==> src/rtl/dbas_pkg.sv <==
// Package for the drive, brake and auxiliary output sequencer.
// Assumes one 125 MHz system clock and an AXI4-Lite register slave.
package dbas_pkg;
	localparam int          CLK_PERIOD_NS = 8;
	localparam int          TICK_NS       = 10_000_000;
	localparam int          TICK_CYCLES   = TICK_NS / CLK_PERIOD_NS;
	localparam int          TICKS_PER_S   = 100;
	localparam int          TICKS_PER_QS  = 25;
	localparam int          TMR_W         = 13;
	localparam int          DIV_W         = 24;
	// Register byte offsets
	localparam logic [7:0]  OFS_CTRL   = 8'h00;
	localparam logic [7:0]  OFS_GAIN   = 8'h04;
	localparam logic [7:0]  OFS_BRAKE  = 8'h08;
	localparam logic [7:0]  OFS_TRAP   = 8'h0c;
	localparam logic [7:0]  OFS_MOTION = 8'h10;
	localparam logic [7:0]  OFS_FENCE  = 8'h14;
	localparam logic [7:0]  OFS_AUXDLY = 8'h18;
	localparam logic [7:0]  OFS_STATUS = 8'h1c;
	localparam logic [7:0]  OFS_MASK   = 8'h20;
	// Field positions
	localparam int          CTRL_V36_BIT  = 0;
	localparam int          CTRL_MODE_LSB = 4;
	localparam int          CTRL_POL_BIT  = 8;
	localparam int          BRK_TIME_LSB  = 16;
	localparam int          TRAP_TIME_LSB = 8;
	localparam int          FENCE_MAX_LSB = 8;
	localparam int          FENCE_LOCK_BIT = 16;
	// Limits and steps
	localparam logic [10:0] GAIN_MAX    = 11'h4fb;
	localparam logic [10:0] GAIN_STEP   = 11'h005;
	localparam logic [6:0]  DLY_MAX     = 7'h64;
	localparam logic [6:0]  PCT_MAX     = 7'h64;
	localparam logic [2:0]  TRAP_T_MAX  = 3'h5;
	localparam logic [7:0]  AUXDLY_MAX  = 8'hf0;
	// Reset values
	localparam logic [6:0]  DLY_RST     = 7'h1e;
	localparam logic [6:0]  BTIME_RST   = 7'h64;
	localparam logic [7:0]  FMIN_RST    = 8'h00;
	localparam logic [7:0]  FMAX_RST    = 8'h64;
	localparam logic [10:0] GAIN_RST    = 11'h096;
	// Status bits
	localparam int          ST_REL  = 0;
	localparam int          ST_TON  = 1;
	localparam int          ST_TEXP = 2;
	localparam int          ST_AOFF = 3;
	localparam int          ST_OPEN = 4;
	localparam int          ST_W    = 5;
	localparam logic [1:0]  RESP_OKAY   = 2'h0;
	localparam logic [1:0]  RESP_SLVERR = 2'h2;

	typedef enum logic [2:0] {
		AUX_OFF   = 3'h0,
		AUX_BRAKE = 3'h1,
		AUX_FWD   = 3'h2,
		AUX_REV   = 3'h3,
		AUX_TRAC  = 3'h4
	} dbas_aux_mode_t;

	typedef enum logic [3:0] {
		BS_IDLE = 4'h1,
		BS_PULL = 4'h2,
		BS_RUN  = 4'h4,
		BS_HOLD = 4'h8
	} dbas_brk_state_t;
endpackage

==> src/rtl/dbas_tmr_if.sv <==
// Control bundle between the sequencer and one tick timer.
// Assumes both ends share the system clock.
`timescale 1ns/1ns
interface dbas_tmr_if;
	import dbas_pkg::*;
	logic             clr;
	logic             run;
	logic [TMR_W-1:0] limit;
	logic             done;
	modport ctl (output clr, output run, output limit, input done);
	modport tmr (input clr, input run, input limit, output done);
endinterface

==> src/rtl/dbas_timer.sv <==
// Elapsed-time counter in 10 ms ticks, flags when the limit is reached.
// Assumes tick_in is a one-cycle enable on the system clock.
`timescale 1ns/1ns
module dbas_timer (
	input  wire logic clk_sys_in,
	input  wire logic resetn_in,
	input  wire logic tick_in,
	dbas_tmr_if.tmr   tmr_if
);
	import dbas_pkg::*;
	logic [TMR_W-1:0] cnt_q;
	logic             done_q;

	assign tmr_if.done = done_q;

	// Done lags by a cycle, so a zero limit still costs one clock
	always_ff @(posedge clk_sys_in or negedge resetn_in) begin
		if (!resetn_in) begin
			cnt_q  <= '0;
			done_q <= 1'b0;
		end else if (tmr_if.clr) begin
			cnt_q  <= '0;
			done_q <= 1'b0;
		end else begin
			if (tmr_if.run && tick_in && !done_q)
				cnt_q <= cnt_q + 1'b1;
			done_q <= tmr_if.run && (cnt_q >= tmr_if.limit);
		end
	end
endmodule // dbas_timer

==> src/rtl/dbas_seq.sv <==
// Assumes pins are asynchronous and are synchronised here.
//
// Added by the designer: the AXI4-Lite register port and the register addresses.
`timescale 1ns/1ns
module dbas_seq
	import dbas_pkg::*;
#(
	parameter int          TICK_CYC   = TICK_CYCLES,
	parameter bit          VOLT_PROG  = 1'b1
) (
	input  wire logic        clk_sys_in,
	input  wire logic        resetn_in,
	input  wire logic [7:0]  s_axi_awaddr_in,
	input  wire logic        s_axi_awvalid_in,
	output logic             s_axi_awready_out,
	input  wire logic [31:0] s_axi_wdata_in,
	input  wire logic [3:0]  s_axi_wstrb_in,
	input  wire logic        s_axi_wvalid_in,
	output logic             s_axi_wready_out,
	output logic [1:0]       s_axi_bresp_out,
	output logic             s_axi_bvalid_out,
	input  wire logic        s_axi_bready_in,
	input  wire logic [7:0]  s_axi_araddr_in,
	input  wire logic        s_axi_arvalid_in,
	output logic             s_axi_arready_out,
	output logic [31:0]      s_axi_rdata_out,
	output logic [1:0]       s_axi_rresp_out,
	output logic             s_axi_rvalid_out,
	input  wire logic        s_axi_rready_in,
	input  wire logic        drive_req_in,
	input  wire logic        dir_fwd_in,
	input  wire logic        dir_rev_in,
	input  wire logic        trap_sw_in,
	input  wire logic        inhibit_in,
	input  wire logic        brake_open_in,
	output logic             motor_en_out,
	output logic             aux1_out,
	output logic             brake_chk_en_out,
	output logic [6:0]       speed_cmd_out,
	output logic             trap_ovr_out,
	output logic [10:0]      stop_gain_out,
	output logic [31:0]      motion_out,
	output logic             supply_36v_out,
	output logic             irq_out
);
	import dbas_pkg::*;

	initial begin
		if (TICK_CYC < 1 || TICK_CYC >= 2**DIV_W)
			$error("TICK_CYC out of range");
	end

	// Merge written byte lanes into the old word
	function automatic logic [31:0] merge(input logic [31:0] o, input logic [31:0] n,
		input logic [3:0] s);
		for (int i = 0; i < 4; i++)
			if (s[i])
				o[8*i +: 8] = n[8*i +: 8];
		return o;
	endfunction

	function automatic logic [7:0] clamp(input logic [7:0] v, input logic [7:0] lo,
		input logic [7:0] hi);
		return (v < lo) ? lo : ((v > hi) ? hi : v);
	endfunction

	// nearest multiple of the step
	// One spare bit so a near-full write cannot wrap to zero
	function automatic logic [10:0] round_gain(input logic [15:0] v);
		logic [16:0] r;
		r = (17'(v) + 17'h00002) / 17'(GAIN_STEP) * 17'(GAIN_STEP);
		return (r >= 17'(GAIN_MAX)) ? GAIN_MAX : r[10:0];
	endfunction

	logic [3:0] sync1_q, sync2_q;
	logic [1:0] sync_open_q;
	always_ff @(posedge clk_sys_in or negedge resetn_in) begin
		if (!resetn_in) begin
			sync1_q     <= '0;
			sync2_q     <= '0;
			sync_open_q <= '0;
		end else begin
			sync1_q     <= {inhibit_in, trap_sw_in, dir_rev_in, dir_fwd_in};
			sync2_q     <= sync1_q;
			sync_open_q <= {sync_open_q[0], brake_open_in};
		end
	end
	wire fwd_s   = sync2_q[0];
	wire rev_s   = sync2_q[1];
	wire trap_s  = sync2_q[2];
	wire inh_s   = sync2_q[3];
	logic drv_m_q, drv_q;
	always_ff @(posedge clk_sys_in or negedge resetn_in) begin
		if (!resetn_in) begin
			drv_m_q <= 1'b0;
			drv_q   <= 1'b0;
		end else begin
			drv_m_q <= drive_req_in;
			drv_q   <= drv_m_q;
		end
	end

	// Tick divider; the 10 ms rate is an enable, not a clock
	logic [DIV_W-1:0] div_q;
	logic             tick_q;
	always_ff @(posedge clk_sys_in or negedge resetn_in) begin
		if (!resetn_in) begin
			div_q  <= '0;
			tick_q <= 1'b0;
		end else begin
			tick_q <= (div_q == DIV_W'(TICK_CYC - 1));
			div_q  <= (div_q == DIV_W'(TICK_CYC - 1)) ? '0 : div_q + 1'b1;
		end
	end

	// Register file
	logic [10:0]    gain_q;
	logic [6:0]     dly_q, btime_q, tspd_q;
	logic [2:0]     ttime_q;
	logic [31:0]    motion_q;
	logic [7:0]     fmin_q, fmax_q, auxdly_q;
	logic           flock_q, v36_q, pol_q;
	dbas_aux_mode_t mode_q;
	logic [ST_W-1:0] sts_q, mask_q, ev;

	logic aw_rdy_q, w_rdy_q, bvalid_q, ar_rdy_q, rvalid_q;
	logic [7:0]  awaddr_q;
	logic [31:0] wdata_q, rdata_q;
	logic [3:0]  wstrb_q;
	logic [1:0]  bresp_q, rresp_q;

	wire aw_hs = s_axi_awvalid_in && aw_rdy_q;
	wire w_hs  = s_axi_wvalid_in && w_rdy_q;
	wire wr_go = !aw_rdy_q && !w_rdy_q && !bvalid_q;
	wire b_hs  = bvalid_q && s_axi_bready_in;
	wire ar_hs = s_axi_arvalid_in && ar_rdy_q;
	wire r_hs  = rvalid_q && s_axi_rready_in;

	wire [31:0] ctrl_rd = {23'h0, pol_q, 1'b0, mode_q, 3'h0, v36_q};
	wire [31:0] brk_rd  = {9'h0, btime_q, 9'h0, dly_q};
	wire [31:0] trap_rd = {21'h0, ttime_q, 1'b0, tspd_q};
	wire [31:0] fnc_rd  = {15'h0, flock_q, fmax_q, fmin_q};
	wire [31:0] ctrl_w = merge(ctrl_rd, wdata_q, wstrb_q);
	wire [31:0] brk_w  = merge(brk_rd, wdata_q, wstrb_q);
	wire [31:0] trap_w = merge(trap_rd, wdata_q, wstrb_q);
	wire [31:0] fnc_w  = merge(fnc_rd, wdata_q, wstrb_q);
	wire [31:0] gain_w = merge({21'h0, gain_q}, wdata_q, wstrb_q);
	wire [31:0] mot_w  = merge(motion_q, wdata_q, wstrb_q);
	wire [31:0] aux_w  = merge({24'h0, auxdly_q}, wdata_q, wstrb_q);
	wire [31:0] msk_w  = merge({27'h0, mask_q}, wdata_q, wstrb_q);
	wire [2:0]  mode_w = ctrl_w[CTRL_MODE_LSB +: 3];
	wire wr_known = awaddr_q inside {OFS_CTRL, OFS_GAIN, OFS_BRAKE, OFS_TRAP, OFS_MOTION,
		OFS_FENCE, OFS_AUXDLY, OFS_STATUS, OFS_MASK};

	always_ff @(posedge clk_sys_in or negedge resetn_in) begin
		if (!resetn_in) begin
			gain_q   <= GAIN_RST;
			dly_q    <= DLY_RST;
			btime_q  <= BTIME_RST;
			tspd_q   <= '0;
			ttime_q  <= '0;
			motion_q <= '0;
			fmin_q   <= FMIN_RST;
			fmax_q   <= FMAX_RST;
			flock_q  <= 1'b0;
			auxdly_q <= '0;
			v36_q    <= 1'b0;
			pol_q    <= 1'b0;
			mode_q   <= AUX_OFF;
			mask_q   <= '0;
		end else if (wr_go) begin
			unique case (awaddr_q)
				OFS_CTRL: begin
					// one bit picks 24 V or 36 V, writable only when VOLT_PROG is set
					if (VOLT_PROG)
						v36_q <= ctrl_w[CTRL_V36_BIT];
					pol_q <= ctrl_w[CTRL_POL_BIT];
					// illegal mode codes fall back to off
					mode_q <= (mode_w > AUX_TRAC) ? AUX_OFF : dbas_aux_mode_t'(mode_w);
				end
				OFS_GAIN:   gain_q <= round_gain(gain_w[15:0]);
				OFS_BRAKE: begin
					// delay and brake time clamped to 1 s
					dly_q   <= (brk_w[6:0] > DLY_MAX) ? DLY_MAX : brk_w[6:0];
					btime_q <= (brk_w[BRK_TIME_LSB +: 7] > DLY_MAX) ? DLY_MAX
						: brk_w[BRK_TIME_LSB +: 7];
				end
				OFS_TRAP: begin
					tspd_q  <= (trap_w[6:0] > PCT_MAX) ? PCT_MAX : trap_w[6:0];
					ttime_q <= (trap_w[TRAP_TIME_LSB +: 3] > TRAP_T_MAX) ? TRAP_T_MAX
						: trap_w[TRAP_TIME_LSB +: 3];
				end
				OFS_MOTION: motion_q <= mot_w;
				OFS_FENCE: begin
					// Factory fences freeze once the lock bit is set
					if (!flock_q) begin
						fmin_q  <= fnc_w[7:0];
						fmax_q  <= fnc_w[FENCE_MAX_LSB +: 8];
						flock_q <= fnc_w[FENCE_LOCK_BIT];
					end
				end
				// at most 60 s in quarter seconds
				OFS_AUXDLY: auxdly_q <= (aux_w[7:0] > AUXDLY_MAX) ? AUXDLY_MAX : aux_w[7:0];
				OFS_MASK:   mask_q <= msk_w[ST_W-1:0];
				default: ;
			endcase
		end
	end

	// every motion byte held inside the fences
	wire [31:0] motion_cl = {clamp(motion_q[31:24], fmin_q, fmax_q),
		clamp(motion_q[23:16], fmin_q, fmax_q), clamp(motion_q[15:8], fmin_q, fmax_q),
		clamp(motion_q[7:0], fmin_q, fmax_q)};

	wire [31:0] rd_mux =
		(s_axi_araddr_in == OFS_CTRL)   ? ctrl_rd :
		(s_axi_araddr_in == OFS_GAIN)   ? {21'h0, gain_q} :
		(s_axi_araddr_in == OFS_BRAKE)  ? brk_rd :
		(s_axi_araddr_in == OFS_TRAP)   ? trap_rd :
		(s_axi_araddr_in == OFS_MOTION) ? motion_cl :
		(s_axi_araddr_in == OFS_FENCE)  ? fnc_rd :
		(s_axi_araddr_in == OFS_AUXDLY) ? {24'h0, auxdly_q} :
		(s_axi_araddr_in == OFS_STATUS) ? {27'h0, sts_q} :
		(s_axi_araddr_in == OFS_MASK)   ? {27'h0, mask_q} : 32'h0;
	wire rd_known = (s_axi_araddr_in <= OFS_MASK) && (s_axi_araddr_in[1:0] == 2'h0);

	// Bus handshake; one write and one read in flight
	always_ff @(posedge clk_sys_in or negedge resetn_in) begin
		if (!resetn_in) begin
			aw_rdy_q <= 1'b1;
			w_rdy_q  <= 1'b1;
			ar_rdy_q <= 1'b1;
			bvalid_q <= 1'b0;
			rvalid_q <= 1'b0;
			awaddr_q <= '0;
			wdata_q  <= '0;
			wstrb_q  <= '0;
			bresp_q  <= RESP_OKAY;
			rresp_q  <= RESP_OKAY;
			rdata_q  <= '0;
		end else begin
			if (aw_hs) begin
				awaddr_q <= s_axi_awaddr_in;
				aw_rdy_q <= 1'b0;
			end
			if (w_hs) begin
				wdata_q <= s_axi_wdata_in;
				wstrb_q <= s_axi_wstrb_in;
				w_rdy_q <= 1'b0;
			end
			if (wr_go) begin
				bvalid_q <= 1'b1;
				bresp_q  <= wr_known ? RESP_OKAY : RESP_SLVERR;
			end
			if (b_hs) begin
				bvalid_q <= 1'b0;
				aw_rdy_q <= 1'b1;
				w_rdy_q  <= 1'b1;
			end
			if (ar_hs) begin
				rdata_q  <= rd_mux;
				rresp_q  <= rd_known ? RESP_OKAY : RESP_SLVERR;
				rvalid_q <= 1'b1;
				ar_rdy_q <= 1'b0;
			end
			if (r_hs) begin
				rvalid_q <= 1'b0;
				ar_rdy_q <= 1'b1;
			end
		end
	end

	// Timers
	dbas_tmr_if brk_t ();
	dbas_tmr_if trap_t ();
	dbas_tmr_if aux_t ();
	dbas_timer u_brk_tmr (.clk_sys_in(clk_sys_in), .resetn_in(resetn_in),
		.tick_in(tick_q), .tmr_if(brk_t));
	dbas_timer u_trap_tmr (.clk_sys_in(clk_sys_in), .resetn_in(resetn_in),
		.tick_in(tick_q), .tmr_if(trap_t));
	dbas_timer u_aux_tmr (.clk_sys_in(clk_sys_in), .resetn_in(resetn_in),
		.tick_in(tick_q), .tmr_if(aux_t));

	// Brake sequencer
	dbas_brk_state_t bs_q, bs_d;
	always_comb begin
		bs_d = bs_q;
		unique case (bs_q)
			BS_IDLE: if (drv_q) bs_d = BS_PULL;
			BS_PULL: bs_d = !drv_q ? BS_HOLD : (brk_t.done ? BS_RUN : BS_PULL);
			BS_RUN:  if (!drv_q) bs_d = BS_HOLD;
			BS_HOLD: bs_d = drv_q ? BS_RUN : (brk_t.done ? BS_IDLE : BS_HOLD);
			default: bs_d = BS_IDLE;
		endcase
	end
	// motor on at pull start, release after the delay, or at once if drive drops during pull
	assign brk_t.clr   = (bs_d != bs_q);
	assign brk_t.run   = (bs_q == BS_PULL) || (bs_q == BS_HOLD);
	assign brk_t.limit = TMR_W'(bs_q == BS_PULL ? dly_q : btime_q);
	wire brk_rel_d = (bs_d == BS_RUN) || (bs_d == BS_HOLD);

	// polarity folds the switch into an active level
	wire trap_act = trap_s ^ pol_q;
	assign trap_t.clr   = !trap_act;
	assign trap_t.run   = trap_act;
	assign trap_t.limit = TMR_W'(ttime_q) * TMR_W'(TICKS_PER_S);
	// override ends at the timeout even if held
	wire ovr_d = trap_act && !trap_t.done && (ttime_q != 3'h0);

	wire trac = (mode_q == AUX_FWD) || (mode_q == AUX_REV) || (mode_q == AUX_TRAC);
	wire cond = (mode_q == AUX_FWD && fwd_s) || (mode_q == AUX_REV && rev_s)
		|| (mode_q == AUX_TRAC && (fwd_s || rev_s));
	logic inh_hold_q, aux_q;
	// inhibit latches in every traction mode; it outranks re-entry
	wire inh_hold_d = !trac ? 1'b0 : (inh_s && aux_q) ? 1'b1
		: (!inh_s && !aux_q) ? 1'b0 : inh_hold_q;
	wire keep = cond && !inh_s && !inh_hold_q;
	assign aux_t.clr   = keep || !trac;
	// count the off-delay once the condition drops
	assign aux_t.run   = aux_q && !keep;
	assign aux_t.limit = TMR_W'(auxdly_q) * TMR_W'(TICKS_PER_QS);
	// off idles, brake follows the release; brake ignores delay
	wire aux_d = (mode_q == AUX_BRAKE) ? brk_rel_d
		: trac ? (keep || (aux_q && !aux_t.done)) : 1'b0;
	// open-circuit check only in brake mode
	wire chk_d = (mode_q == AUX_BRAKE);

	logic rel_q, ovr_q, open_q;
	assign ev[ST_REL]  = brk_rel_d && !rel_q;
	assign ev[ST_TON]  = ovr_d && !ovr_q;
	assign ev[ST_TEXP] = ovr_q && !ovr_d && trap_act;
	assign ev[ST_AOFF] = aux_q && !aux_d;
	assign ev[ST_OPEN] = chk_d && sync_open_q[1] && !open_q;
	wire rd_sts = ar_hs && (s_axi_araddr_in == OFS_STATUS);
	// Set wins over the read clear
	wire [ST_W-1:0] sts_d = (rd_sts ? '0 : sts_q) | ev;

	always_ff @(posedge clk_sys_in or negedge resetn_in) begin
		if (!resetn_in) begin
			bs_q       <= BS_IDLE;
			inh_hold_q <= 1'b0;
			aux_q      <= 1'b0;
			rel_q      <= 1'b0;
			ovr_q      <= 1'b0;
			open_q     <= 1'b0;
			sts_q      <= '0;
			motor_en_out     <= 1'b0;
			brake_chk_en_out <= 1'b0;
			speed_cmd_out    <= '0;
			motion_out       <= '0;
			irq_out          <= 1'b0;
		end else begin
			bs_q       <= bs_d;
			inh_hold_q <= inh_hold_d;
			aux_q      <= aux_d;
			rel_q      <= brk_rel_d;
			ovr_q      <= ovr_d;
			open_q     <= chk_d && sync_open_q[1];
			sts_q      <= sts_d;
			motor_en_out     <= (bs_d != BS_IDLE);
			brake_chk_en_out <= chk_d;
			// override speed replaces the forward speed
			speed_cmd_out    <= ovr_d ? tspd_q : motion_cl[22:16];
			motion_out       <= motion_cl;
			irq_out          <= |(sts_d & mask_q);
		end
	end

	assign aux1_out          = aux_q;
	assign trap_ovr_out      = ovr_q;
	assign stop_gain_out     = gain_q;
	assign supply_36v_out    = v36_q;
	assign s_axi_awready_out = aw_rdy_q;
	assign s_axi_wready_out  = w_rdy_q;
	assign s_axi_bvalid_out  = bvalid_q;
	assign s_axi_bresp_out   = bresp_q;
	assign s_axi_arready_out = ar_rdy_q;
	assign s_axi_rvalid_out  = rvalid_q;
	assign s_axi_rdata_out   = rdata_q;
	assign s_axi_rresp_out   = rresp_q;
endmodule // dbas_seq

==> config.mk <==
export PLATFORM = sky130hd
export DESIGN_NAME = dbas_seq
export DESIGN_NICKNAME = d
export VERILOG_FILES = /design/src/rtl/dbas_pkg.sv /design/src/rtl/dbas_tmr_if.sv /design/src/rtl/dbas_timer.sv /design/src/rtl/dbas_seq.sv
export SDC_FILE = /design/constraint.sdc
export NUM_CORES = 1
export LEC_CHECK = 0
export ABC_AREA = 0
export BUFFER_PORTS_ARGS = -buffer_cell sky130_fd_sc_hd__buf_2
export CAP_MARGIN = 10
export CELL_PAD_IN_SITES_DETAIL_PLACEMENT = 1
export CELL_PAD_IN_SITES_GLOBAL_PLACEMENT = 2
export CORE_MARGIN = 2
export CORE_UTILIZATION = 40
export CTS_BUF_LIST = sky130_fd_sc_hd__clkbuf_2 sky130_fd_sc_hd__clkbuf_4 sky130_fd_sc_hd__clkbuf_8
export DETAILED_ROUTE_END_ITERATION = 6
export PLACE_DENSITY = 0.82
export SETUP_SLACK_MARGIN = 0.1
export SLEW_MARGIN = 20
export SYNTH_ARGS = -nofsm -noshare
export SYNTH_HDL_FRONTEND = slang
export SYNTH_SLANG_ARGS = --single-unit
==> constraint.sdc <==
create_clock -name clk_sys_in -period 19.7 [get_ports clk_sys_in]
set_input_delay 2.955 -clock clk_sys_in [delete_from_list [all_inputs] [get_ports clk_sys_in]]
set_output_delay 2.955 -clock clk_sys_in [all_outputs]
set_load 0.005 [all_outputs]
==> results of run 1 <==
Yosys cell counts, types with 36 or more instances:
master    number
and3_1        42
o21ai_0      193
nand2_1      246
inv_1        106
ha_1         158
mux2i_1       36
clkbuf_1      64
a21oi_1      160
nand2b_1      39
xnor2_1       79
nand3_1       86
nor3_1        63
mux2_2       105
dfrtp_1      302
nor2_1       207
xor2_1        43
logic make-up after synthesis:
logic type      count (synthesis)  synth area share
simple gates                  887             0.194
compound gates                722             0.214
flops                         320             0.350
buf+inv                       199            0.0344
fa+ha+maj                     162            0.0896
mux                           146            0.0705
xor+xnor                      124            0.0479
other cells                     1          0.000163
final timing paths:
| check | to | start | cells past startpoint | slack (ns) |
|---|---|---|---|---|
| setup / recovery | stop_gain_out[1]$_DFFE_PN1P_ | wstrb_q[0]$_DFFE_PN0P_ | 71 | 1.51 |
| hold / removal | sync2_q[2]$_DFF_PN0_ | sync1_q[2]$_DFF_PN0_ | 0 | 0.35 |
| setup reg to reg | stop_gain_out[1]$_DFFE_PN1P_ | wstrb_q[0]$_DFFE_PN0P_ | 71 | 1.51 |
| hold reg to reg | sync2_q[2]$_DFF_PN0_ | sync1_q[2]$_DFF_PN0_ | 0 | 0.35 |
| max in group asynchronous | awaddr_q[6]$_DFFE_PN0P_ | resetn_in | 2 | 15.84 |
| min in group asynchronous | div_q[21]$_DFF_PN0_ | resetn_in | 1 | 2.32 |
per-stage QoR:
stage	setup slack (ns)	util	hold WS [ns]	cell area (sq um)
after floorplan	3.95	-	0.331	23000
after global placement	1.09	0.434	0.337	24600
after detailed placement	0.601	0.434	0.342	24600
after CTS	0.427	0.459	0.350	26000
after global routing	0.208	0.462	0.364	26100
final	1.51	0.462	0.346	26100
layout make-up:
cell class                      count  area share
Sequential cell                   320       0.307
Timing Repair Buffer              189      0.0395
Multi-Input combinational cell   2043       0.546
Tap cell                          756      0.0362
Clock inverter                     24      0.0122
Antenna cell                        2    0.000192
Inverter                          110      0.0158
Clock buffer                       87      0.0427
what timing repair did:
item,4_1_cts,5_1_grt
gates resized for setup,0,15
setup endpoints to repair,0,11
buffers inserted,0,5
layer usage:
metal	track usage	vias to the layer above	part of all wire
met2	0.460	506	0.48
li1	-	9790	-
met3	0.0332	111	0.043
met1	0.374	10700	0.46
met5	0	-	0.00012
met4	0.0714	2	0.022
registers in the layout, indices dropped and copies added (netlist names), 5 cells and up:
| signal | flops |
|---|---|
| fmax_q | 8 |
| s_axi_rdata_out | 32 |
| mask_q | 5 |
| speed_cmd_out | 7 |
| u_brk_tmr.cnt_q | 13 |
| u_aux_tmr.cnt_q | 13 |
| wdata_q | 32 |
| div_q | 24 |
| stop_gain_out | 11 |
| sts_q | 5 |
| motion_out | 32 |
| tspd_q | 7 |
| auxdly_q | 8 |
| btime_q | 7 |
| fmin_q | 8 |
| u_trap_tmr.cnt_q | 13 |
| awaddr_q | 8 |
| motion_q | 32 |
| dly_q | 7 |
==> metrics.md, run 1 <==
| Metric | Value |
|---|---|
| Run status | `finished, final reports clean` |
| Final Hold Fails | `0` |
| Starting Density | `0.406` |
| Max Cap Violations | `0` |
| Sink Count | `320` |
| Post-synthesis cell type count | `119` |
| Post-DP HPWL | `between 60000 and 70000 um` |
| Fill cell count | `between 6k and 7k` |
| Overall routing resource usage | `0.274` |
| CP top delay family | `compound AO/OA/AOI/OAI gates` |
| I/O pin count | `between 150 and 200` |
| Total Nets Final | `~3k` |
| Leading post-synthesis cells by cell area | `dfrtp_1, ha_1, mux2_2` |
| Die width | `approximately 240 um` |
| Startpoint Class | `flop` |
| Setup Crit Path Kind | `flop to flop` |
| Global-route wire length before repair | `around 130000 um` |
| Remaining global-route overflow | `0` |
| Max Clk Rate | `between 0.05 and 0.06 GHz` |
| # placed instances | `~3.4k` |
| TritonRoute pass-1 iters | `7` |
| Headroom to the max-slew limit | `0.300` |
| Setup_tns | `0 ns` |
| # rows | `87` |
| Routed len/inst | `around 23 um` |
| Worst Max-Slew Pin Slew | `roughly 1.0 ns` |
| Seq/Total Area, Yosys | `0.350` |
| Yosys top cell area share | `0.329` |
| Number of port buffers | `between 150 and 200` |
| Final Slew Violations | `0` |
| Slowest cell delay on critical path | `~0.63 ns` |
| Yosys top cell by area | `dfrtp_1` |
| Setup Skew | `~0.043 ns` |
| Post-Layout Cell Count | `between 3k and 4k` |
| Gate count after technology mapping | `2561` |
| Crit path top cell by count | `nor2_1` |
| Clk_lat worst skew | `0.69 ns` |
| Number of synthesized flops with an enable pin | `0` |
| Worst Hold Class | `flop to flop` |
| Clock tree buffer depth | `3` |
| Avg Cell Area, Syn | `about 9.0 sq um` |
| Cts-stage hold buffer count | `0` |
| Commonest non-fill, non-tap cells in the layout | `dfrtp_1, nand2_1, nor2_1` |
| RSZ-0062 raised after global routing | `false` |
| CTS Buf Count | `between 50 and 60` |
| Final wirelength | `between 80000 and 90000 um` |
| Crit share post-route | `0.924` |
| Leading cell type in the layout, fill and taps excluded | `dfrtp_1` |
| # setup viols final | `0` |
| DRT antenna net count | `0` |
| # H-tree levels | `2` |
| DRC viols | `0` |
| Register area | `~8000 sq um` |
| Synth async-reset ratio | `1.00` |
| Layout cells sized above 1 | `0.186` |
| Synth Cell Area | `23000 sq um` |
| Flops & latches, synth | `320` |
| Yosys warnings | `0` |
| Worst EP arrival | `roughly 19 ns` |
| Slowest cell on the critical path | `or4b_1` |
| Multi-input logic area | `between 10000 and 15000 sq um` |
| Layout area overhead | `13.8%` |
| Synth Flop Type | `dfrtp_1` |
| TritonCTS clock tree | `yes` |
| Die ar. | `59400 sq um` |
| Largest net degree at the start of global routing | `about 110` |
| Crit end category | `flop` |
| Die span in y | `244 um` |
| Vias in the first global route | `21.9k` |
| Worst path bufs/invs | `10` |
| Root Buffer | `clkbuf_8` |
| RePlAce Congestion | `~0.92` |
| Final Critical Period | `18.19 ns` |
| Initial DRC count | `around 1.5k` |
| Critical path fanouts, max | `36` |
| Vias per cell | `5.98` |
| WP data required | `approximately 20 ns` |
| Core area | `56600 sq um` |
| Initial antenna violation count | `3` |
| DR vias | `roughly 21k` |
| Clk pin slew, worst setup/hold paths | `~0.060 ns` |
Power of run 1 is not shown: default switching activity piles up to over one toggle a cycle in this logic, so the estimate is an artifact.
==> run 2, diff against run 1 <==
--- a/config.mk
+++ b/config.mk
@@ -14,9 +14,11 @@
 export CORE_UTILIZATION = 40
 export CTS_BUF_LIST = sky130_fd_sc_hd__clkbuf_2 sky130_fd_sc_hd__clkbuf_4 sky130_fd_sc_hd__clkbuf_8
 export DETAILED_ROUTE_END_ITERATION = 6
-export PLACE_DENSITY = 0.82
+export PLACE_DENSITY = 0.81
+export RECOVER_POWER = 100
 export SETUP_SLACK_MARGIN = 0.1
 export SLEW_MARGIN = 20
 export SYNTH_ARGS = -nofsm -noshare
 export SYNTH_HDL_FRONTEND = slang
+export SYNTH_HIERARCHICAL = 1
 export SYNTH_SLANG_ARGS = --single-unit
==> constraint.sdc (replaced) <==
create_clock -name clk_sys_in -period 19.7 [get_ports clk_sys_in]
set_input_delay 2.955 -clock clk_sys_in [delete_from_list [all_inputs] [get_ports clk_sys_in]]
set_output_delay 2.955 -clock clk_sys_in [all_outputs]
set_load 0.05 [all_outputs]
==> metrics.md, run 2 <==
| Metric | Value |
|---|---|
| Number of synthesized flops with an enable pin | `0 (unchanged)` |
| Post-synthesis compound-gate area fraction | `0.218 (+0.00427)` |
| Commonest non-fill, non-tap cells in the layout | `dfrtp_1, nand2_1, nor2_1` |
| Worst Hold Class | `flop to flop` |
| Synth Area in XOR/XNOR | `0.0408 (-0.00718)` |
| Die width | `246 um (+0.90%)` |
| Routed len/inst | `23.6 um (+0.96%)` |
| WP data required | `20.24 ns (-0.04 ns)` |
| Highest routed layer | `met4` |
| DR vias | `21.6k (+2.3%)` |
| Flops & latches, synth | `320 (unchanged)` |
| Synth Area in Adders | `0.0937 (+0.00416)` |
| Total Nets Final | `2999 (+1.7%)` |
| Final Hold Fails | `0 (unchanged)` |
| Crit end category | `flop` |
| RSZ-0062 raised after global routing | `false` |
| Yosys top cell area share | `0.323 (-0.00595)` |
| Headroom to the max-slew limit | `-2.66 (-2.96)` |
| RePlAce Congestion | `0.900 (-1.7%)` |
| Core area | `57800 sq um (+2.1%)` |
| # rows | `88 (+1.1%)` |
| Vias in the first global route | `22.4k (+2.4%)` |
| Clk pin slew, worst setup/hold paths | `0.07 ns (about the same)` |
| Synth Cell Area | `23400 sq um (+1.8%)` |
| Setup_tns | `0 ns (unchanged)` |
| Run status | `finished, violations left` |
| Clock tree buffer depth | `3 (unchanged)` |
| Worst EP arrival | `18.73 ns (-0.04 ns)` |
| Met2 wire length | `41300 um (+5.2%)` |
| Die span in y | `246 um (+0.90%)` |
| Die ar. | `60400 sq um (+1.8%)` |
| Root Buffer | `clkbuf_8` |
| Slowest cell delay on critical path | `0.62 ns (about the same)` |
| Synth async-reset ratio | `1.00 (unchanged)` |
| DRC viols | `0 (unchanged)` |
| Slowest cell on the critical path | `o41a_1` |
| M1 wire length | `36700 um (-3.5%)` |
| Clk_lat worst skew | `0.71 ns (+0.02 ns)` |
| Overall routing resource usage | `0.277 (+0.00301)` |
| Global-route wire length before repair | `131000 um (+1.9%)` |
| Leading cell type in the layout, fill and taps excluded | `dfrtp_1` |
| Initial DRC count | `1355 (-8.6%)` |
| Final wirelength | `84600 um (+2.3%)` |
| Final Slew Violations | `424 (+424)` |
| Layout cells sized above 1 | `0.160 (-0.0256)` |
| Post-synthesis cell type count | `130 (+9.2%)` |
| Layout area overhead | `13.2%` |
| I/O pin count | `162 (unchanged)` |
| Avg Cell Area, Syn | `9.10 sq um (+1.5%)` |
| Multiplexer share of the synthesized area | `0.0744 (+0.00386)` |
| Sink Count | `320 (unchanged)` |
| Met3 WL post-DR | `3860 um (+9.4%)` |
| Max Clk Rate | `0.0550 GHz (about the same)` |
| TritonRoute pass-1 iters | `5 (-2)` |
| Seq/Total Area, Yosys | `0.343 (-0.00632)` |
| Post-DP HPWL | `65000 um (+3.3%)` |
| # setup viols final | `0 (unchanged)` |
| Worst Max-Slew Pin Slew | `5.49 ns (+4.45 ns)` |
| CTS Buf Count | `59 (unchanged)` |
| Synth Area in Simple Gates | `0.190 (-0.00458)` |
| Number of port buffers | `159 (unchanged)` |
| Crit share post-route | `0.923 (about the same)` |
| Initial antenna violation count | `1 (-2)` |
| Setup Crit Path Kind | `flop to flop` |
| Leading post-synthesis cells by cell area | `dfrtp_1, ha_1, mux2_2` |
| # H-tree levels | `2 (unchanged)` |
| DRT antenna net count | `0 (unchanged)` |
| Setup Skew | `0.0431 ns (+0.000532 ns)` |
| Gate count after technology mapping | `2570 (+0.35%)` |
| Yosys top cell by area | `dfrtp_1` |
| Max Cap Violations | `9 (+9)` |
| Final Critical Period | `18.19 ns (-0.00933 ns)` |
| Startpoint Class | `flop` |
| Count leader, synth | `dfrtp_1` |
| Vias per cell | `6.04 (+0.99%)` |
| Critical path fanouts, max | `27 (-25%)` |
| Largest family of logic cells by synthesized area | `compound AO/OA/AOI/OAI gates` |
| Starting Density | `0.405 (-0.00112)` |
| Failing checks | `capacitance limit, slew limit` |
| TritonCTS clock tree | `yes` |
| Synth Flop Type | `dfrtp_1` |
| Remaining global-route overflow | `0 (unchanged)` |
| Commonest cells in the netlist | `dfrtp_1, nand2_1, nor2_1, o21ai_0, ha_1` |
| Yosys warnings | `6 (+6)` |
| Largest net degree at the start of global routing | `99 (-6.6%)` |
[run 2: final timing paths]
path	depth (start not counted)	start	to	slack (ns)
setup / recovery	72	wstrb_q[0]$_DFFE_PN0P_	stop_gain_out[3]$_DFFE_PN0P_	1.51
min in group asynchronous	1	resetn_in	motion_out[16]$_DFF_PN0_	4.25
hold reg to reg	0	sync1_q[2]$_DFF_PN0_	sync2_q[2]$_DFF_PN0_	0.35
hold / removal	0	sync1_q[2]$_DFF_PN0_	sync2_q[2]$_DFF_PN0_	0.35
max in group asynchronous	3	resetn_in	wstrb_q[0]$_DFFE_PN0P_	9.20
setup reg to reg	72	wstrb_q[0]$_DFFE_PN0P_	stop_gain_out[3]$_DFFE_PN0P_	1.51
[run 2: worst max-delay path: cells and delay by family, from the launching register on]
| family | cells | cell delay (ns) |
|---|---|---|
| AOI/OAI and AO/OA | 35 | 9.24 |
| and+or+nand+nor | 20 | 4.82 |
| buffers and inverters | 8 | 1.24 |
| adders and majority gates | 5 | 1.23 |
| DFF | 1 | 0.60 |
| muxes | 2 | 0.46 |
| xor gates and xnor gates | 2 | 0.41 |
[run 2: through the flow]
stage / hold WS [ns] / cell area [sq um] / setup slack, ns / utilization / std cells
6_report: 0.347 / 26500 / 1.51 / 0.458 / 3577
5_1_grt: 0.352 / 26500 / 0.0634 / 0.458 / 3576
4_1_cts: 0.350 / 26600 / 0.968 / 0.460 / 3571
3_5_place_dp: 0.336 / 25200 / 1.10 / 0.436 / 3462
3_3_place_gp: 0.333 / 25200 / 1.65 / 0.436 / 3462
2_1_floorplan: 0.331 / 23400 / 2.92 / - / 2582
[run 2: layout make-up]
type                       count  area, sq um
antenna                        2         5.00
clock buffer                  91         1150
clock inverter                18          214
fill                        6786        31300
inverter                     132          495
multi-input combinational   2031        14500
sequential                   320         8030
tap                          765          957
timing repair buffer         218         1080
[run 2: routing by layer]
layer / global-route usage / up-vias
li1: - / 9925
met1: 0.356 / 11000
met2: 0.478 / 535
met3: 0.0373 / 133
met4: 0.0916 / 0
met5: 0 / -
[run 2: cells by family after synthesis]
| kind of cell | after synthesis |
|---|---|
| compound gates | 714 |
| xor+xnor | 105 |
| fa+ha+maj | 173 |
| buf+inv | 231 |
| flops | 320 |
| mux | 158 |
| other cells | 1 |
| simple gates | 868 |
[run 2: timing repair]
item | CTS | global route
resized for setup | 0 | 16
setup endpoints to repair | 0 | 11
hold buffers | 0 | 0
setup buffers | 0 | 3
Power of run 2 is left out for the same reason.
